## src/blp_pkg.sv

```systemverilog
package blp_pkg;
	// ==========================================
	// register map (byte addresses)
	localparam logic [3:0] BLP_OFF_BREAK_EXIT = 4'h0;
	localparam logic [3:0] BLP_OFF_RESET_CAUSE = 4'h4;
	localparam logic [3:0] BLP_OFF_BREAK_CLEAR = 4'h8;
	localparam logic [3:0] BLP_OFF_CONFIG = 4'hc;
	// ==========================================
	// field positions
	localparam int BLP_BIT_EXIT_FLAG = 1;
	localparam int BLP_BIT_CLEAR_EN = 7;
	localparam int BLP_BIT_WDOG_DIS = 0;
	localparam int BLP_BIT_SHORT_REC = 1;
	// reset cause order: low_voltage, bad_fetch, bad_opcode, watchdog, pin, power-on
	localparam int BLP_CAUSE_POR = 7;
	localparam int BLP_CAUSE_PIN = 6;
	localparam int BLP_CAUSE_WDOG = 5;
	localparam int BLP_CAUSE_OPC = 4;
	localparam int BLP_CAUSE_ADR = 3;
	localparam int BLP_CAUSE_LVD = 1;
	// ==========================================
	// reset values and timing
	localparam logic [7:0] BLP_RST_CAUSE = 8'h80;
	localparam logic [7:0] BLP_RST_CLEAR_CTRL = 8'h00;
	localparam logic [7:0] BLP_RST_CONFIG = 8'h00;
	localparam int BLP_REC_LONG_CYC = 4096;
	localparam int BLP_REC_SHORT_CYC = 32;
	localparam int BLP_CNT_W = 12;
	localparam logic [1:0] BLP_RESP_OKAY = 2'b00;
	localparam logic [1:0] BLP_RESP_SLVERR = 2'b10;

	typedef enum logic [1:0] {BLP_RUN, BLP_WAIT, BLP_STOP, BLP_RECOVER} blp_mode_t;
endpackage

```

## src/blp_osc_if.sv

```systemverilog
`timescale 1ns/100ps
// oscillator-rate timing between the top and the system counter
interface blp_osc_if;
	logic osc_tick;
	logic hold_clr;
	logic [11:0] count;
	modport ctl (output osc_tick, output hold_clr, input count);
	modport cnt (input osc_tick, input hold_clr, output count);
endinterface : blp_osc_if

```

## src/blp_sys_counter.sv

```systemverilog
`timescale 1ns/100ps
// ==========================================
// 12-bit system counter, advanced once per oscillator falling-edge tick
module blp_sys_counter (
	input wire logic clk_sys, // system clock
	input wire logic arst_n, // async reset, low
	blp_osc_if.cnt osc // tick, hold and count
);
	import blp_pkg::*;
	typedef struct packed {
		logic [BLP_CNT_W-1:0] cnt;
	} blp_cnt_st_t;
	blp_cnt_st_t st_r, st_nxt;

	always_comb begin
		st_nxt = st_r;
		if (osc.hold_clr) begin
			st_nxt.cnt = '0;
		end else if (osc.osc_tick) begin
			st_nxt.cnt = st_r.cnt + 12'h001;
		end
	end

	always_ff @(posedge clk_sys or negedge arst_n) begin
		if (!arst_n) begin
			st_r <= '0;
		end else begin
			st_r <= st_nxt;
		end
	end
	assign osc.count = st_r.cnt;

	a_hold_clears: assert property (@(posedge clk_sys) disable iff (!arst_n)
		osc.hold_clr |=> (osc.count == 12'h000)) else $error("counter not held");
	a_tick_adds: assert property (@(posedge clk_sys) disable iff (!arst_n)
		(osc.osc_tick && !osc.hold_clr) |=> (osc.count == $past(osc.count) + 12'h001))
		else $error("counter missed tick");
endmodule // blp_sys_counter

```

## src/blp_break_lowpower.sv

```systemverilog
// The AXI4-Lite slave port and the address map were left to the implementer.
`timescale 1ns/100ps
module blp_break_lowpower (
	input wire logic clk_sys, // 200 MHz system clock
	input wire logic arst_n, // async reset, low
	input wire logic osc_clk_pin, // oscillator clock, sampled
	input wire logic break_req, // break module request
	input wire logic wait_exec, // cpu executed wait, pulse
	input wire logic stop_exec, // cpu executed stop, pulse
	input wire logic irq_pending, // enabled module interrupt
	input wire logic rst_por, // power-on reset source, pulse
	input wire logic rst_pin, // external pin reset, pulse
	input wire logic rst_wdog, // watchdog reset, pulse
	input wire logic rst_opcode, // illegal opcode reset, pulse
	input wire logic rst_fetch, // unmapped fetch reset, pulse
	input wire logic rst_lvd, // low voltage reset, pulse
	input wire logic flag_clr_req, // module flag clear request
	input wire logic [31:0] s_axi_awaddr, // write address
	input wire logic s_axi_awvalid, // write address valid
	output logic s_axi_awready, // write address ready
	input wire logic [31:0] s_axi_wdata, // write data
	input wire logic [3:0] s_axi_wstrb, // write strobes
	input wire logic s_axi_wvalid, // write data valid
	output logic s_axi_wready, // write data ready
	output logic [1:0] s_axi_bresp, // write response
	output logic s_axi_bvalid, // write response valid
	input wire logic s_axi_bready, // write response ready
	input wire logic [31:0] s_axi_araddr, // read address
	input wire logic s_axi_arvalid, // read address valid
	output logic s_axi_arready, // read address ready
	output logic [31:0] s_axi_rdata, // read data
	output logic [1:0] s_axi_rresp, // read response
	output logic s_axi_rvalid, // read data valid
	input wire logic s_axi_rready, // read data ready
	output logic force_trap_vec, // fetch software_trap vector
	output logic in_break, // break state
	output logic flag_clr_allow, // modules may clear flags
	output logic cpu_clk_en, // cpu clock enable
	output logic bus_clk_en, // bus_clock_output enable
	output logic osc_clk_en, // oscillator_clock enable
	output logic periph_clk_en, // peripheral clock enable
	output logic clr_int_mask, // clear ccr interrupt mask, pulse
	output logic stack_start, // begin interrupt stacking, pulse
	output logic wdog_en, // watchdog enabled
	output logic sys_reset // internal reset, above interrupts
);
	import blp_pkg::*;

	localparam logic [11:0] REC_LONG_LAST = 12'(BLP_REC_LONG_CYC - 1);
	localparam logic [11:0] REC_SHORT_LAST = 12'(BLP_REC_SHORT_CYC - 1);

	// ==========================================
	// state
	typedef struct packed {
		logic [2:0] osc_sync;
		blp_mode_t mode;
		logic brk;
		logic exit_flag;
		logic [7:0] cause;
		logic clear_en;
		logic wdog_dis;
		logic short_rec;
		logic rec_irq;
		logic clr_mask;
		logic stack;
		logic reset_out;
		logic aw_got;
		logic w_got;
		logic [3:0] aw_addr;
		logic [31:0] wdata;
		logic wbyte;
		logic wr_en;
		logic bvalid;
		logic bad_wr;
		logic rvalid;
		logic [31:0] rdata;
		logic [1:0] rresp;
	} blp_state_t;
	blp_state_t st_r, st_nxt;

	blp_osc_if osc();
	blp_sys_counter u_cnt (
		.clk_sys(clk_sys),
		.arst_n(arst_n),
		.osc(osc)
	);

	logic any_reset;
	logic wr_fire;
	logic rd_fire;
	logic [11:0] rec_last;
	logic [3:0] rd_off;
	logic [7:0] rd_byte;
	logic rd_ok;
	logic wr_ok;

	assign any_reset = rst_por | rst_pin | rst_wdog | rst_opcode | rst_fetch | rst_lvd;
	assign rec_last = st_r.short_rec ? REC_SHORT_LAST : REC_LONG_LAST;
	assign wr_fire = st_r.aw_got && st_r.w_got && !st_r.bvalid;
	assign rd_fire = s_axi_arvalid && s_axi_arready;
	assign rd_off = s_axi_araddr[3:0];

	always_comb begin
		rd_ok = 1'b1;
		rd_byte = 8'h00;
		case (rd_off)
			BLP_OFF_BREAK_EXIT: rd_byte[BLP_BIT_EXIT_FLAG] = st_r.exit_flag;
			BLP_OFF_RESET_CAUSE: rd_byte = st_r.cause;
			BLP_OFF_BREAK_CLEAR: rd_byte[BLP_BIT_CLEAR_EN] = st_r.clear_en;
			BLP_OFF_CONFIG: begin
				rd_byte[BLP_BIT_WDOG_DIS] = st_r.wdog_dis;
				rd_byte[BLP_BIT_SHORT_REC] = st_r.short_rec;
			end
			default: rd_ok = 1'b0;
		endcase
		if (s_axi_araddr[31:4] != 28'h0000000) begin
			rd_ok = 1'b0;
			rd_byte = 8'h00;
		end
		case (st_r.aw_addr)
			BLP_OFF_BREAK_EXIT, BLP_OFF_RESET_CAUSE,
			BLP_OFF_BREAK_CLEAR, BLP_OFF_CONFIG: wr_ok = 1'b1;
			default: wr_ok = 1'b0;
		endcase
	end

	// ==========================================
	// next state
	always_comb begin
		st_nxt = st_r;
		st_nxt.clr_mask = 1'b0;
		st_nxt.stack = 1'b0;
		// oscillator sampled twice; third stage finds the falling edge
		st_nxt.osc_sync = {st_r.osc_sync[1:0], osc_clk_pin};

		// bus channels
		if (s_axi_awvalid && s_axi_awready) begin
			st_nxt.aw_got = 1'b1;
			st_nxt.aw_addr = s_axi_awaddr[3:0];
			st_nxt.wr_en = (s_axi_awaddr[31:4] == 28'h0000000);
		end
		if (s_axi_wvalid && s_axi_wready) begin
			st_nxt.w_got = 1'b1;
			st_nxt.wdata = s_axi_wdata;
			// only byte lane 0 holds register bits; without it nothing changes
			st_nxt.wbyte = s_axi_wstrb[0];
		end
		if (st_r.bvalid && s_axi_bready) begin
			st_nxt.bvalid = 1'b0;
		end
		if (wr_fire) begin
			st_nxt.aw_got = 1'b0;
			st_nxt.w_got = 1'b0;
			st_nxt.bvalid = 1'b1;
			st_nxt.bad_wr = !(wr_ok && st_r.wr_en);
			if (wr_ok && st_r.wr_en && st_r.wbyte) begin
				case (st_r.aw_addr)
					BLP_OFF_BREAK_EXIT: begin
						if (!st_r.wdata[BLP_BIT_EXIT_FLAG]) begin
							st_nxt.exit_flag = 1'b0;
						end
					end
					BLP_OFF_BREAK_CLEAR: st_nxt.clear_en = st_r.wdata[BLP_BIT_CLEAR_EN];
					BLP_OFF_CONFIG: begin
						st_nxt.wdog_dis = st_r.wdata[BLP_BIT_WDOG_DIS];
						st_nxt.short_rec = st_r.wdata[BLP_BIT_SHORT_REC];
					end
					default: ;
				endcase
			end
		end
		if (st_r.rvalid && s_axi_rready) begin
			st_nxt.rvalid = 1'b0;
		end
		if (rd_fire) begin
			st_nxt.rvalid = 1'b1;
			st_nxt.rdata = {24'h000000, rd_byte};
			st_nxt.rresp = rd_ok ? BLP_RESP_OKAY : BLP_RESP_SLVERR;
			if (rd_ok && rd_off == BLP_OFF_RESET_CAUSE) begin
				st_nxt.cause = 8'h00;
			end
		end

		// break entry and flag protection
		if (break_req && !st_r.brk) begin
			st_nxt.brk = 1'b1;
		end else if (!break_req) begin
			st_nxt.brk = 1'b0;
		end
		// low-power sequencing
		case (st_r.mode)
			BLP_RUN: begin
				if (stop_exec) begin
					st_nxt.mode = BLP_STOP;
					st_nxt.clr_mask = 1'b1;
				end else if (wait_exec) begin
					st_nxt.mode = BLP_WAIT;
					st_nxt.clr_mask = 1'b1;
				end
			end
			BLP_WAIT: begin
				if (break_req) begin
					st_nxt.mode = BLP_RUN;
					st_nxt.exit_flag = 1'b1;
				end else if (irq_pending) begin
					st_nxt.mode = BLP_RUN;
					st_nxt.stack = 1'b1;
				end
			end
			BLP_STOP: begin
				if (break_req) begin
					st_nxt.mode = BLP_RECOVER;
					st_nxt.exit_flag = 1'b1;
					st_nxt.rec_irq = 1'b0;
				end else if (irq_pending) begin
					st_nxt.mode = BLP_RECOVER;
					st_nxt.rec_irq = 1'b1;
				end
			end
			BLP_RECOVER: begin
				if (osc.osc_tick && osc.count == rec_last) begin
					st_nxt.mode = BLP_RUN;
					st_nxt.stack = st_r.rec_irq;
				end
			end
			default: st_nxt.mode = BLP_RUN;
		endcase

		// resets win over every interrupt path
		st_nxt.reset_out = any_reset;
		if (any_reset) begin
			st_nxt.mode = BLP_RUN;
			st_nxt.stack = 1'b0;
			st_nxt.cause = 8'h00;
			st_nxt.cause[BLP_CAUSE_PIN] = rst_pin;
			st_nxt.cause[BLP_CAUSE_WDOG] = rst_wdog & !st_r.wdog_dis;
			st_nxt.cause[BLP_CAUSE_OPC] = rst_opcode;
			st_nxt.cause[BLP_CAUSE_ADR] = rst_fetch;
			st_nxt.cause[BLP_CAUSE_LVD] = rst_lvd;
			if (rst_por) begin
				st_nxt.cause = BLP_RST_CAUSE;
			end
		end
	end

	// ==========================================
	// registers
	always_ff @(posedge clk_sys or negedge arst_n) begin
		if (!arst_n) begin
			st_r <= '0;
			st_r.cause <= BLP_RST_CAUSE;
			st_r.clear_en <= BLP_RST_CLEAR_CTRL[BLP_BIT_CLEAR_EN];
			st_r.wdog_dis <= BLP_RST_CONFIG[BLP_BIT_WDOG_DIS];
			st_r.short_rec <= BLP_RST_CONFIG[BLP_BIT_SHORT_REC];
			st_r.mode <= BLP_RUN;
		end else begin
			st_r <= st_nxt;
		end
	end

	// ==========================================
	// outputs
	// tick from oscillator falling edge; counter cleared through stop
	assign osc.osc_tick = (st_r.osc_sync[2:1] == 2'b10);
	assign osc.hold_clr = (st_r.mode == BLP_STOP);
	assign force_trap_vec = st_r.brk;
	assign in_break = st_r.brk;
	// a two-step clear begun before break is stopped at its second step only
	assign flag_clr_allow = !st_r.brk || st_r.clear_en;
	assign cpu_clk_en = (st_r.mode == BLP_RUN);
	assign periph_clk_en = (st_r.mode == BLP_RUN) || (st_r.mode == BLP_WAIT);
	assign bus_clk_en = (st_r.mode != BLP_STOP);
	assign osc_clk_en = (st_r.mode != BLP_STOP);
	assign clr_int_mask = st_r.clr_mask;
	assign stack_start = st_r.stack;
	assign wdog_en = !st_r.wdog_dis;
	assign sys_reset = st_r.reset_out;
	assign s_axi_awready = !st_r.aw_got;
	assign s_axi_wready = !st_r.w_got;
	assign s_axi_bvalid = st_r.bvalid;
	assign s_axi_bresp = st_r.bad_wr ? BLP_RESP_SLVERR : BLP_RESP_OKAY;
	assign s_axi_arready = !st_r.rvalid;
	assign s_axi_rvalid = st_r.rvalid;
	assign s_axi_rdata = st_r.rdata;
	assign s_axi_rresp = st_r.rresp;

	// ==========================================
	// checks
	a_wait_stacks: assert property (@(posedge clk_sys) disable iff (!arst_n)
		(st_r.mode == BLP_WAIT && irq_pending && !break_req && !any_reset) |=> stack_start)
		else $error("wait wake missed");
	a_break_flag_wait: assert property (@(posedge clk_sys) disable iff (!arst_n)
		(st_r.mode == BLP_WAIT && break_req && !any_reset) |=> st_r.exit_flag)
		else $error("break exit flag not set");
	a_stop_clocks: assert property (@(posedge clk_sys) disable iff (!arst_n)
		st_r.mode == BLP_STOP |-> (!bus_clk_en && !osc_clk_en && !cpu_clk_en))
		else $error("clocks run in stop");
	a_wait_clocks: assert property (@(posedge clk_sys) disable iff (!arst_n)
		st_r.mode == BLP_WAIT |-> (!cpu_clk_en && periph_clk_en && bus_clk_en))
		else $error("wrong clocks in wait");
	a_protect_flags: assert property (@(posedge clk_sys) disable iff (!arst_n)
		(in_break && !st_r.clear_en) |-> !flag_clr_allow) else $error("flags unprotected");
	a_step_blocked: assert property (@(posedge clk_sys) disable iff (!arst_n)
		(in_break && !st_r.clear_en && flag_clr_req) |-> !flag_clr_allow)
		else $error("clear step passed in break");
	a_break_ends: assert property (@(posedge clk_sys) disable iff (!arst_n)
		$fell(in_break) |-> flag_clr_allow) else $error("flags locked after break");
	a_break_enters: assert property (@(posedge clk_sys) disable iff (!arst_n)
		break_req |=> force_trap_vec) else $error("break not entered");
	a_enter_mask: assert property (@(posedge clk_sys) disable iff (!arst_n)
		(st_r.mode == BLP_RUN && (wait_exec || stop_exec) && !any_reset) |=> clr_int_mask)
		else $error("mask not cleared");
	a_reset_wins: assert property (@(posedge clk_sys) disable iff (!arst_n)
		any_reset |=> (!stack_start && cpu_clk_en)) else $error("reset lost to irq");
	a_por_cause: assert property (@(posedge clk_sys) disable iff (!arst_n)
		rst_por |=> (st_r.cause == BLP_RST_CAUSE)) else $error("por cause wrong");
	a_cause_read: assert property (@(posedge clk_sys) disable iff (!arst_n)
		(rd_fire && rd_ok && rd_off == BLP_OFF_RESET_CAUSE && !any_reset)
		|=> (st_r.cause == 8'h00)) else $error("cause not cleared by read");
	a_stop_recover: assert property (@(posedge clk_sys) disable iff (!arst_n)
		(st_r.mode == BLP_STOP) |-> !stack_start) else $error("stacking before recovery");
	a_recover_ends: assert property (@(posedge clk_sys) disable iff (!arst_n)
		(st_r.mode == BLP_RECOVER && osc.osc_tick && osc.count == rec_last && !any_reset)
		|=> (cpu_clk_en && stack_start == st_r.rec_irq)) else $error("recovery end wrong");
	a_recover_early: assert property (@(posedge clk_sys) disable iff (!arst_n)
		(st_r.mode == BLP_RECOVER && !(osc.osc_tick && osc.count == rec_last))
		|=> !stack_start) else $error("stacking before recovery end");
endmodule // blp_break_lowpower

```

## config.mk

```make
export PLATFORM = sky130hd
export DESIGN_NAME = blp_break_lowpower
export DESIGN_NICKNAME = d
export VERILOG_FILES = /design/src/blp_pkg.sv /design/src/blp_osc_if.sv /design/src/blp_sys_counter.sv /design/src/blp_break_lowpower.sv
export SDC_FILE = /design/constraint.sdc
export NUM_CORES = 1
export LEC_CHECK = 0
export BUFFER_PORTS_ARGS = -buffer_cell sky130_fd_sc_hd__buf_4
export CAP_MARGIN = 10
export CELL_PAD_IN_SITES_DETAIL_PLACEMENT = 0
export CELL_PAD_IN_SITES_GLOBAL_PLACEMENT = 1
export CORE_MARGIN = 2
export CORE_UTILIZATION = 33
export CTS_CLUSTER_DIAMETER = 80
export DETAILED_ROUTE_END_ITERATION = 16
export GPL_ROUTABILITY_DRIVEN = 0
export GPL_TIMING_DRIVEN = 0
export PLACE_DENSITY = 0.83
export SYNTH_ARGS = -nofsm -noshare
export SYNTH_HDL_FRONTEND = slang
export SYNTH_SLANG_ARGS = --single-unit
```

## constraint.sdc

```tcl
create_clock -name clk_sys -period 4.9 [get_ports clk_sys]
set_input_delay 0.98 -clock clk_sys [delete_from_list [all_inputs] [get_ports clk_sys]]
set_output_delay 0.98 -clock clk_sys [all_outputs]
set_load 0.03 [all_outputs]
```

==> out/metrics.sh, run 1 <==
PEAKVDDDROP_V=0.0002082
CRIT_PATH_END_KIND='output port'
DETAIL-ROUTE-ANTENNA-NETS=0
DESIGN.CORE.AREA_UM2=8217
SYN_TO_FINAL_GROWTH_PCT=40.71
POST_DRT_VIA_CELL_RATIO=4.514
SETUP_REPAIR_AFTER_GLOBAL_ROUTING_MISSED_ITS_MARGIN='no'
DRT-TOTAL-WL_UM=6480
FINISH.NET_COUNT=536
CLKSINKCOUNT=54
ROW_CNT=33
GRT_PASS1_VIAS=2345
SYNTH_TOP_FAMILY_BY_AREA='simple AND/OR/NAND/NOR gates'
FILL_CELLS=801
DPL_WORST_SLACK_NS=2.308
CP.ARRIVAL_NS=1.91
FINAL_PERIOD_MINUS_WORST_SETUP_SLACK_NS=2.892
PLACEDINSTANCEAREA_UM2=3842
CLK_PIN_SLEW_WORST_SETUP_HOLD_PATHS_NS=0.09
WORST_EP_REQUIRED_TIME_NS=3.92
FP.DIEAREA_UM2=9199
SYNTH_CELLS=269
POSTLAYOUTCELLAREA_UM2=3923
FINAL_LAYOUT_SIZE_SUFFIX_GT1_SHARE_PCT=41.65
FINAL_HPWL_FROM_DETAILED_PLACEMENT_UM=5218
GRT_PASS1_WL_UM=11010
DRT_ITER0_MARKERS=84
RUN_STATUS='finished, final reports clean'
CRITICAL_PATH_CLASS='flop to output port'
CTSHTREEMAXLEVEL=2
FINAL_CRITICAL_PATH_SETUP_SLACK_NS=2.008
GLOBALROUTEMET1UTIL_PCT=18.77
POST_CTS.REPAIR.SETUP_BUFFERS=0
VIA_COUNT=2338
CTS.PATH.MAX_BUFFERS=2
SETUP.WORST_PATH.START_CLASS='flop'
SYNTH_COMPOUND_AREA_SHARE_PCT=10.32
GR-USAGE-MET3_PCT=4.229
SYNTH_SEQUENTIAL_AREA_RATIO_PCT=48.52
FINAL_MAX_SLEW_VIOL_COUNT=0
GR-USAGE-MET2_PCT=26.46
LARGEST_NET_DEGREE_AT_THE_START_OF_GLOBAL_ROUTING=55
CTS_TREE='done'
DIE_W_UM=95.91
SYNTH-SEQ-CELLS=54
GRT_ANTENNA_BEFORE_REPAIR=0
SYNTHMUXAREASHARE_PCT=5.521
MAX_CAP_VIOLATIONS=0
DRT_PRE_ANTENNA_ITERS=4
CLOCKROOTBUFFER='sky130_fd_sc_hd__clkbuf_8'
AVGSYNTHCELLAREA_UM2=10.36
POWER_PER_CELL_AREA_nW_PER_UM2=295.0
WL_PER_CELL_UM=12.51
FIN_SETUP_TNS_NS=0
DIE_HEIGHT_UM=95.91
WORST_HOLD_PATH_TYPE='flop to flop'
POST_SYNTH_NUM_CELL_TYPES=43
FINALSETUPVIOLCOUNT=0
CRITPATHTOPFAMILY='buffers and inverters'
RELSLEWSLACK_PCT=55.50
WORSTSKEWPAIRLATENCY_NS=0.29
CRITICAL_PATH.MAX_FANOUT=10
CTS_REPAIR_RESIZE_COUNT=0
TIGHTEST_SLEW_NS=0.6676
NETLIST_AREA_UM2=2788
GRT_MOST_USED_LAYER='met2'
HOLD_BUFFERS=0
DRT_DRC_VIOLATIONS_LEFT=0
CTS-BUFFERS-INSERTED=5
EFFECTIVE_UTILIZATION_AT_FLOORPLAN_PCT=33.93
GRT-OVFL-TOTAL=0
ANTENNA-DIODE-COUNT=0
FINALHOLDVIOLCOUNT=0
FIN_CRIT_SH_PCT=59.02
SYNTH_ADDER_AREA_SHARE_PCT=2.244
IOS=171
CRITICAL_PATH_BUFFER_AND_INVERTER_COUNT=6
SYNTHSIMPLEGATEAREAFRAC_PCT=18.40
TIMING.CRITICAL_PATH.CELLS='inv_1 -> ha_1 -> buf_6 -> clkbuf_1 -> inv_1 -> buf_4 -> buf_4'
TIMING.CRITICAL_PATH.SLOWEST_CELL_DELAY_NS=0.42
GRT.TOTAL_USAGE_PCT=15.08
SYNTH-XOR-AREA-SHARE_PCT=2.199
TOTAL_LEAKAGE_POWER_nW=1.958
PORTBUFFERS=110
MAX_CLOCK_FREQ_MHz=345.8
SYNTH_WARNINGS=0
SLOWEST_STAGE='sky130_fd_sc_hd__dfrtp_1'
FIN_SKEW_NS=0.008664
-- state kept, by name (all words and copies together) (netlist names), 2 cells and up --
name	count
s_axi_rdata	7
u_cnt.osc.count	12
st_r	26
st_nxt	2
-- worst paths after layout --
| check | from | cells after the start | endpoint | slack (ns) |
|---|---|---|---|---|
| worst max-delay path | st_r[94] | 7 | osc_clk_en | 2.01 |
| worst min-delay path | st_nxt[97] | 0 | st_nxt[98] | 0.36 |
| worst max register to register | st_r[94] | 8 | st_r[95] | 3.01 |
| worst min register to register | st_nxt[97] | 0 | st_nxt[98] | 0.36 |
| max in group asynchronous | arst_n | 1 | u_cnt.osc.count[5] | 3.74 |
| min in group asynchronous | arst_n | 1 | s_axi_rdata[0] | 0.71 |
-- stage by stage --
step	power [mW]	std cells	util, %	hold WS [ns]
CTS	1.170	518	47.74	0.3634
detailed placement	0.9343	510	46.76	0.3428
floorplan	0.7985	295	-	0.3312
finish	1.157	518	47.74	0.3613
global route	1.243	518	47.74	0.3782
global placement	0.9235	510	46.76	0.3344
-- synthesized netlist by cell type --
cell type	instances	area share [%]
sky130_fd_sc_hd__nand2_1	18	2.4
sky130_fd_sc_hd__mux2_2	11	4.4
sky130_fd_sc_hd__buf_6	1	0.40
sky130_fd_sc_hd__nor3b_1	2	0.54
sky130_fd_sc_hd__inv_1	13	1.8
sky130_fd_sc_hd__o211ai_1	1	0.27
sky130_fd_sc_hd__nand4_1	9	2.0
sky130_fd_sc_hd__nor4_1	16	3.6
sky130_fd_sc_hd__nor2_1	16	2.2
sky130_fd_sc_hd__dfstp_2	1	0.94
sky130_fd_sc_hd__a211o_1	1	0.31
sky130_fd_sc_hd__conb_1	1	0.13
sky130_fd_sc_hd__and2b_1	1	0.27
sky130_fd_sc_hd__nor4_4	1	0.76
sky130_fd_sc_hd__nand3_1	9	1.6
sky130_fd_sc_hd__mux2i_1	3	1.1
sky130_fd_sc_hd__nand3b_1	1	0.27
sky130_fd_sc_hd__and4_4	1	0.40
sky130_fd_sc_hd__nor2b_1	4	0.90
sky130_fd_sc_hd__o21ai_0	10	1.8
sky130_fd_sc_hd__o21a_1	3	0.81
sky130_fd_sc_hd__nand2b_1	1	0.22
sky130_fd_sc_hd__clkbuf_1	2	0.27
sky130_fd_sc_hd__or2_1	1	0.22
sky130_fd_sc_hd__buf_4	38	10
sky130_fd_sc_hd__nand4_2	1	0.45
sky130_fd_sc_hd__xor2_1	6	1.9
sky130_fd_sc_hd__ha_1	5	2.2
sky130_fd_sc_hd__nor2_2	1	0.22
sky130_fd_sc_hd__dfrtp_1	53	48
sky130_fd_sc_hd__a32o_1	2	0.72
sky130_fd_sc_hd__a21o_1	2	0.54
sky130_fd_sc_hd__o31ai_1	1	0.27
sky130_fd_sc_hd__o41ai_1	1	0.31
sky130_fd_sc_hd__and3_1	1	0.22
sky130_fd_sc_hd__a21oi_2	1	0.31
sky130_fd_sc_hd__a21oi_1	12	2.2
sky130_fd_sc_hd__or3_1	4	0.90
sky130_fd_sc_hd__xnor2_1	1	0.31
sky130_fd_sc_hd__and4b_1	1	0.36
sky130_fd_sc_hd__or2_2	1	0.22
sky130_fd_sc_hd__a22o_1	9	2.8
sky130_fd_sc_hd__nor4b_1	2	0.63
-- cell type report --
class                      instances  area, µm²  area share, %
multi-input combinational        187       1180          30.08
tap                              105      131.4          3.349
buffer                            41      304.0          7.751
inverter                          13      48.80          1.244
clock buffer                       8      80.08          2.041
timing repair buffer             110      825.8          21.05
sequential                        54       1353          34.48
-- placed cells by master (no fill, tap or decap), types with 10 or more instances in the layout --
| cell type | instances |
|---|---|
| sky130_fd_sc_hd__o21ai_0 | 10 |
| sky130_fd_sc_hd__nand2_1 | 18 |
| sky130_fd_sc_hd__nor2_1 | 16 |
| sky130_fd_sc_hd__dfrtp_1 | 53 |
| sky130_fd_sc_hd__conb_1 | 27 |
| sky130_fd_sc_hd__nor4_1 | 16 |
| sky130_fd_sc_hd__a21oi_1 | 12 |
| sky130_fd_sc_hd__inv_1 | 13 |
| sky130_fd_sc_hd__mux2_2 | 11 |
| sky130_fd_sc_hd__buf_4 | 148 |
-- worst reg2reg max path: cells and delay by family, from the launching register on --
family                     cells  cell delay [ns]
AOI/OAI and AO/OA              4             0.75
adders and majority gates      1             0.21
buffers and inverters          2             0.22
DFF                            1             0.41
and+or+nand+nor                1             0.24
-- power breakdown --
group / internal (mW) / switching (mW)
Combinational: 0.166 / 0.167
Sequential: 0.525 / 0.0654
Clock: 0.102 / 0.132
Total: 0.793 / 0.365
-- kinds of logic after synthesis --
kind of cell	after synthesis
fa+ha+maj	5
xor+xnor	7
flops	54
compound gates	43
mux	14
other cells	1
buf+inv	54
simple gates	91
-- per-layer routing --
metal	vias to the layer above	wire length, µm
li1	1177	-
met1	1099	2782
met2	60	3290
met3	2	392
met4	0	15
met5	-	0
(Power assumes the default switching activity.)
==> run 2, diff against run 1 <==
- ABC_AREA: default -> 1
- CORE_UTILIZATION: 33 -> 28
- PLACE_DENSITY: 0.83 -> 0.75
- clock period: 4.9 -> 2.35 ns (I/O delays scaled with it)
==> run 2 against run 1 <==
Against the previous run: global-route usage decreased by 2.8 points; register-to-register slack got worse by 2.2 ns; sequential power increased by 100%; cell count increased by 26%; clock skew decreased by 0.0041 ns; synthesized area increased by 9.8%; core utilization decreased by 8.1 points; power increased by 110%; combinational power increased by 110%; via count increased by 16%; worst hold slack got worse by 0.15 ns; routed wire length increased by 10%; critical path type unchanged; largest cell class unchanged.
==> out/metrics.sh, run 2 <==
IOS=171  # unchanged
FINALSETUPVIOLCOUNT=0  # unchanged
SYNTH_TOP_AREA_SHARE_PCT=43.34  # was 47.58%
DESIGN.CORE.AREA_UM2=10750  # was 8217 µm²
RELSLEWSLACK_PCT=53.42  # was 55.50%
FINAL_CRITICAL_PATH_SETUP_SLACK_NS=0.1536  # was 2.008 ns
ANTENNA-DIODE-COUNT=0  # unchanged
MAX_CLOCK_FREQ_MHz=455.3
DRT_DRC_VIOLATIONS_LEFT=0  # unchanged
SYNTH-SEQ-CELLS=54  # unchanged
P_SW_SHARE_PCT=33.22  # was 31.51%
SYNTH_CELLS=367  # was 269
DIE_HEIGHT_UM=108.5  # was 95.91 µm
LARGEST_REGISTER_FF_COUNT=26  # unchanged
DRT_ITER0_MARKERS=71  # was 84
FP.DIEAREA_UM2=11780  # was 9199 µm²
SYNTH_ADDER_AREA_SHARE_PCT=2.044  # was 2.244%
CTS-BUFFERS-INSERTED=5  # unchanged
SWITCHING_POWER_mW=0.8050  # was 0.3646 mW
DETAIL-ROUTE-ANTENNA-NETS=0  # unchanged
DIE_W_UM=108.5  # was 95.91 µm
WL_PER_CELL_UM=10.97  # was 12.51 µm
DPL_WORST_SLACK_NS=0.4229  # was 2.308 ns
GRT_PASS1_VIAS=2525  # was 2345
FILL_CELLS=1129  # was 801
GRT-OVFL-TOTAL=0  # unchanged
POST_DRT_VIA_CELL_RATIO=4.158  # was 4.514
CRITPATHTOPFAMILY='buffers and inverters'  # unchanged
CRITICAL_PATH_BUFFER_AND_INVERTER_COUNT=5  # was 6
LARGEST_REGISTER='st_r'  # unchanged
SETUP.WORST_PATH.START_CLASS='flop'  # unchanged
POST_CTS.REPAIR.SETUP_BUFFERS=0  # unchanged
SLOWEST_STAGE='sky130_fd_sc_hd__dfrtp_1'  # unchanged
R2R-END='st_r[94]'  # was st_r[95]
PORTBUFFERS=110  # unchanged
GRT.TOTAL_USAGE_PCT=12.24  # was 15.08%
PWR-SHARE-CLK_PCT=22.1  # was 20.2%
SYNTH-XOR-AREA-SHARE_PCT=0.2862  # was 2.199%
CTSHTREEMAXLEVEL=2  # unchanged
SYNTH_TOP_FAMILY_BY_AREA='simple AND/OR/NAND/NOR gates'  # unchanged
SYNTH_COMPOUND_AREA_SHARE_PCT=8.258  # was 10.32%
TOTAL_LEAKAGE_POWER_nW=2.205  # was 1.958 nW
SYNTHMUXAREASHARE_PCT=1.104  # was 5.521%
SYN_TO_FINAL_GROWTH_PCT=39.17  # was 40.71%
SYNTH.CELLS.MOST_FREQUENT='67 x sky130_fd_sc_hd__nand2_1, 53 x sky130_fd_sc_hd__dfrtp_1, 45 x sky130_fd_sc_hd__inv_1, 38 x sky130_fd_sc_hd__buf_4, 37 x sky130_fd_sc_hd__nor2_1'  # was 53 x sky130_fd_sc_hd__dfrtp_1, 38 x sky130_fd_sc_hd__buf_4, 18 x sky130_fd_sc_hd__nand2_1, 16 x sky130_fd_sc_hd__nor2_1, 16 x sky130_fd_sc_hd__nor4_1
WORST_EP_REQUIRED_TIME_NS=1.88  # was 3.92 ns
FINAL_CELL_MIX='148 x sky130_fd_sc_hd__buf_4, 67 x sky130_fd_sc_hd__nand2_1, 53 x sky130_fd_sc_hd__dfrtp_1, 45 x sky130_fd_sc_hd__inv_1, 37 x sky130_fd_sc_hd__nor2_1'  # was 148 x sky130_fd_sc_hd__buf_4, 53 x sky130_fd_sc_hd__dfrtp_1, 27 x sky130_fd_sc_hd__conb_1, 18 x sky130_fd_sc_hd__nand2_1
CRITICAL_PATH.MAX_FANOUT=11  # was 10
SYNTHMOSTINSTANTIATEDCELL='sky130_fd_sc_hd__nand2_1'  # was sky130_fd_sc_hd__dfrtp_1
ROW_CNT=38  # was 33
FINAL_LAYOUT_SIZE_SUFFIX_GT1_SHARE_PCT=38.16  # was 41.65%
FINAL_PERIOD_MINUS_WORST_SETUP_SLACK_NS=2.196
WORSTSKEWPAIRLATENCY_NS=0.30  # was 0.29 ns
TIMING.CRITICAL_PATH.CELLS='inv_1 -> ha_2 -> inv_1 -> clkbuf_4 -> buf_4 -> buf_4'  # was inv_1 -> ha_1 -> buf_6 -> clkbuf_1 -> inv_1 -> buf_4 -> buf_4
CLK_PIN_SLEW_WORST_SETUP_HOLD_PATHS_NS=0.09  # about the same
CP.ARRIVAL_NS=1.73  # was 1.91 ns
MOSTFREQUENTLAYOUTCELL='sky130_fd_sc_hd__buf_4'  # unchanged
RUN_STATUS='finished, final reports clean'  # unchanged
CLKSINKCOUNT=54  # unchanged
SYNTH_EDF_COUNT=0  # unchanged
FINAL_HPWL_FROM_DETAILED_PLACEMENT_UM=5732  # was 5218 µm
GRT_PASS1_WL_UM=11520  # was 11010 µm
R2R.WORST_PATH.CELLS=11  # was 8
SYNTHSIMPLEGATEAREAFRAC_PCT=28.37  # was 18.40%
AREA_CONTRIBUTORS_POST_SYNTH='sky130_fd_sc_hd__dfrtp_1 43%, sky130_fd_sc_hd__buf_4 9.3%, sky130_fd_sc_hd__nand2_1 8.2%'  # was sky130_fd_sc_hd__dfrtp_1 48%, sky130_fd_sc_hd__buf_4 10%, sky130_fd_sc_hd__mux2_2 4.4%
CLOCKROOTBUFFER='sky130_fd_sc_hd__clkbuf_8'  # unchanged
SYNTH_SEQUENTIAL_AREA_RATIO_PCT=44.19  # was 48.52%
EFFECTIVE_UTILIZATION_AT_FLOORPLAN_PCT=28.48  # was 33.93%
TIMING.CRITICAL_PATH.SLOWEST_CELL_DELAY_NS=0.42  # about the same
TIGHTEST_SLEW_NS=0.6987  # was 0.6676 ns
POST_SYNTH_NUM_CELL_TYPES=36  # was 43
R2R_START='u_cnt.osc.count[0]'  # was st_r[94]
REGTOREGSETUPSLACK_NS=0.85  # was 3.01 ns
DRT_PRE_ANTENNA_ITERS=4  # unchanged
FINISH.NET_COUNT=634  # was 536
VIA_COUNT=2707  # was 2338
COMB_POWER_SHARE_PCT=29.0  # was 28.8%
CRIT_PATH_END_KIND='output port'  # unchanged
LARGEST_NET_DEGREE_AT_THE_START_OF_GLOBAL_ROUTING=55  # unchanged
P_INT_mW=1.619  # was 0.7926 mW
MAX_CAP_VIOLATIONS=0  # unchanged
FIN_SETUP_TNS_NS=0  # unchanged
YOSYS.AREA.TOP_TYPE='sky130_fd_sc_hd__dfrtp_1'  # unchanged
GRT_ANTENNA_BEFORE_REPAIR=0  # unchanged
FINAL_MAX_SLEW_VIOL_COUNT=0  # unchanged
WORST_HOLD_PATH_TYPE='input pin to asynchronous set/reset pin'  # was flop to flop
CRITICAL_PATH_CLASS='flop to output port'  # unchanged
DRT-TOTAL-WL_UM=7139  # was 6480 µm
YOSYS_MOST_USED_DFF='sky130_fd_sc_hd__dfrtp_1'  # unchanged
SETUP_REPAIR_AFTER_GLOBAL_ROUTING_MISSED_ITS_MARGIN='no'  # unchanged
SYNTH_WARNINGS=0  # unchanged
CTS.PATH.MAX_BUFFERS=2  # unchanged
UTILIZATION_PCT=39.64  # was 47.74%
FIN_CRIT_SH_PCT=93.47
FIN_SKEW_NS=0.004610  # was 0.008664 ns
POWER_PER_CELL_AREA_nW_PER_UM2=569.0  # was 295.0 nW/µm²
AVGSYNTHCELLAREA_UM2=8.339  # was 10.36 µm²
PEAKVDDDROP_V=0.0002298  # was 0.0002082 V
SEQ_POWER_SHARE_PCT=48.9  # was 51.0%
NETLIST_AREA_UM2=3060  # was 2788 µm²
SYNTH-ASYNC-RESET-RATIO_PCT=100.0  # unchanged
CTS_TREE='done'  # unchanged
FINALHOLDVIOLCOUNT=0  # unchanged
[run 2: cell count changes in the layout (fill, tap and decap cells not counted), sizes merged, moves of 8 or more]
cell,delta
nand3,+13
nor2,+28
inv,+36
o21ai,+12
nand2,+57
a22o,-9
mux2,-8
nor4,-9
[run 2: power by group through the flow]
stage / Clock, mW / Combinational (mW) / Sequential, mW
2_1_floorplan: 0 / 0.433 / 1.21
3_3_place_gp: 0 / 0.698 / 1.20
3_5_place_dp: 0 / 0.710 / 1.21
4_1_cts: 0.564 / 0.711 / 1.19
5_1_grt: 0.600 / 0.791 / 1.21
6_report: 0.535 / 0.703 / 1.19
[run 2: per-layer routing]
metal	GRT usage [%]	vias to the layer above	share of wire [%]
met5	0	-	0
met4	2.656	0	0.41
met1	16.03	1191	46
met3	2.773	4	7.6
met2	20.63	103	46
li1	-	1409	-
[run 2: worst max-delay path by stage]
| stage | startpoint | to | slack (ns) | depth (start not counted) |
|---|---|---|---|---|
| 6_report | st_r[94] | osc_clk_en | 0.15 | 6 |
| 5_1_grt | st_r[94] | osc_clk_en | 0.03 | 6 |
| 2_1_floorplan | st_r[94] | osc_clk_en | 0.63 | 5 |
| 3_3_place_gp | st_r[94] | osc_clk_en | 0.43 | 6 |
| 4_1_cts | st_r[94] | osc_clk_en | 0.06 | 6 |
| 3_5_place_dp | st_r[94] | osc_clk_en | 0.42 | 6 |
[run 2: metrics by stage]
stage | power [mW] | area [µm²] | hold WS [ns] | cells
2_1_floorplan | 1.642 | 3158 | 0.1744 | 393
3_3_place_gp | 1.898 | 4159 | 0.3333 | 643
3_5_place_dp | 1.915 | 4159 | 0.3418 | 643
4_1_cts | 2.462 | 4254 | 0.2335 | 651
5_1_grt | 2.600 | 4259 | 0.2568 | 651
6_report | 2.424 | 4259 | 0.2113 | 651
[run 2: repair_timing]
item / CTS / global route
hold buffers: 0 / 0
endpoints found under the setup margin: 0 / 1
gates resized for setup: 0 / 2
[run 2: layout make-up]
cell class              count  area (µm²)  share of cell area [%]
well taps                 140       175.2                   4.113
plain buffers              40       296.5                   6.962
flip-flops and latches     54        1353                   31.76
clock buffers               6       82.58                   1.939
repair buffers            110       825.8                   19.39
clock inverters             2       12.51                  0.2938
multi-input cells         250        1330                   31.23
inverters                  49       183.9                   4.318
[run 2: kinds of logic (layout without fill, tap and decap cells)]
| logic type | Yosys count | after routing |
|---|---|---|
| xor gates and xnor gates | 1 | 1 |
| AOI/OAI and AO/OA | 44 | 44 |
| adders and majority gates | 5 | 5 |
| and+or+nand+nor | 170 | 170 |
| muxes | 3 | 3 |
| other | 1 | 27 |
| buffers and inverters | 89 | 207 |
| DFF | 54 | 54 |
[run 2: worst register-to-register path, delay by kind of cell, from the launching register on]
kind / cells / cell delay [ns]
buf+inv: 1 / 0.12
simple gates: 9 / 0.67
flops: 1 / 0.45
fa+ha+maj: 1 / 0.20
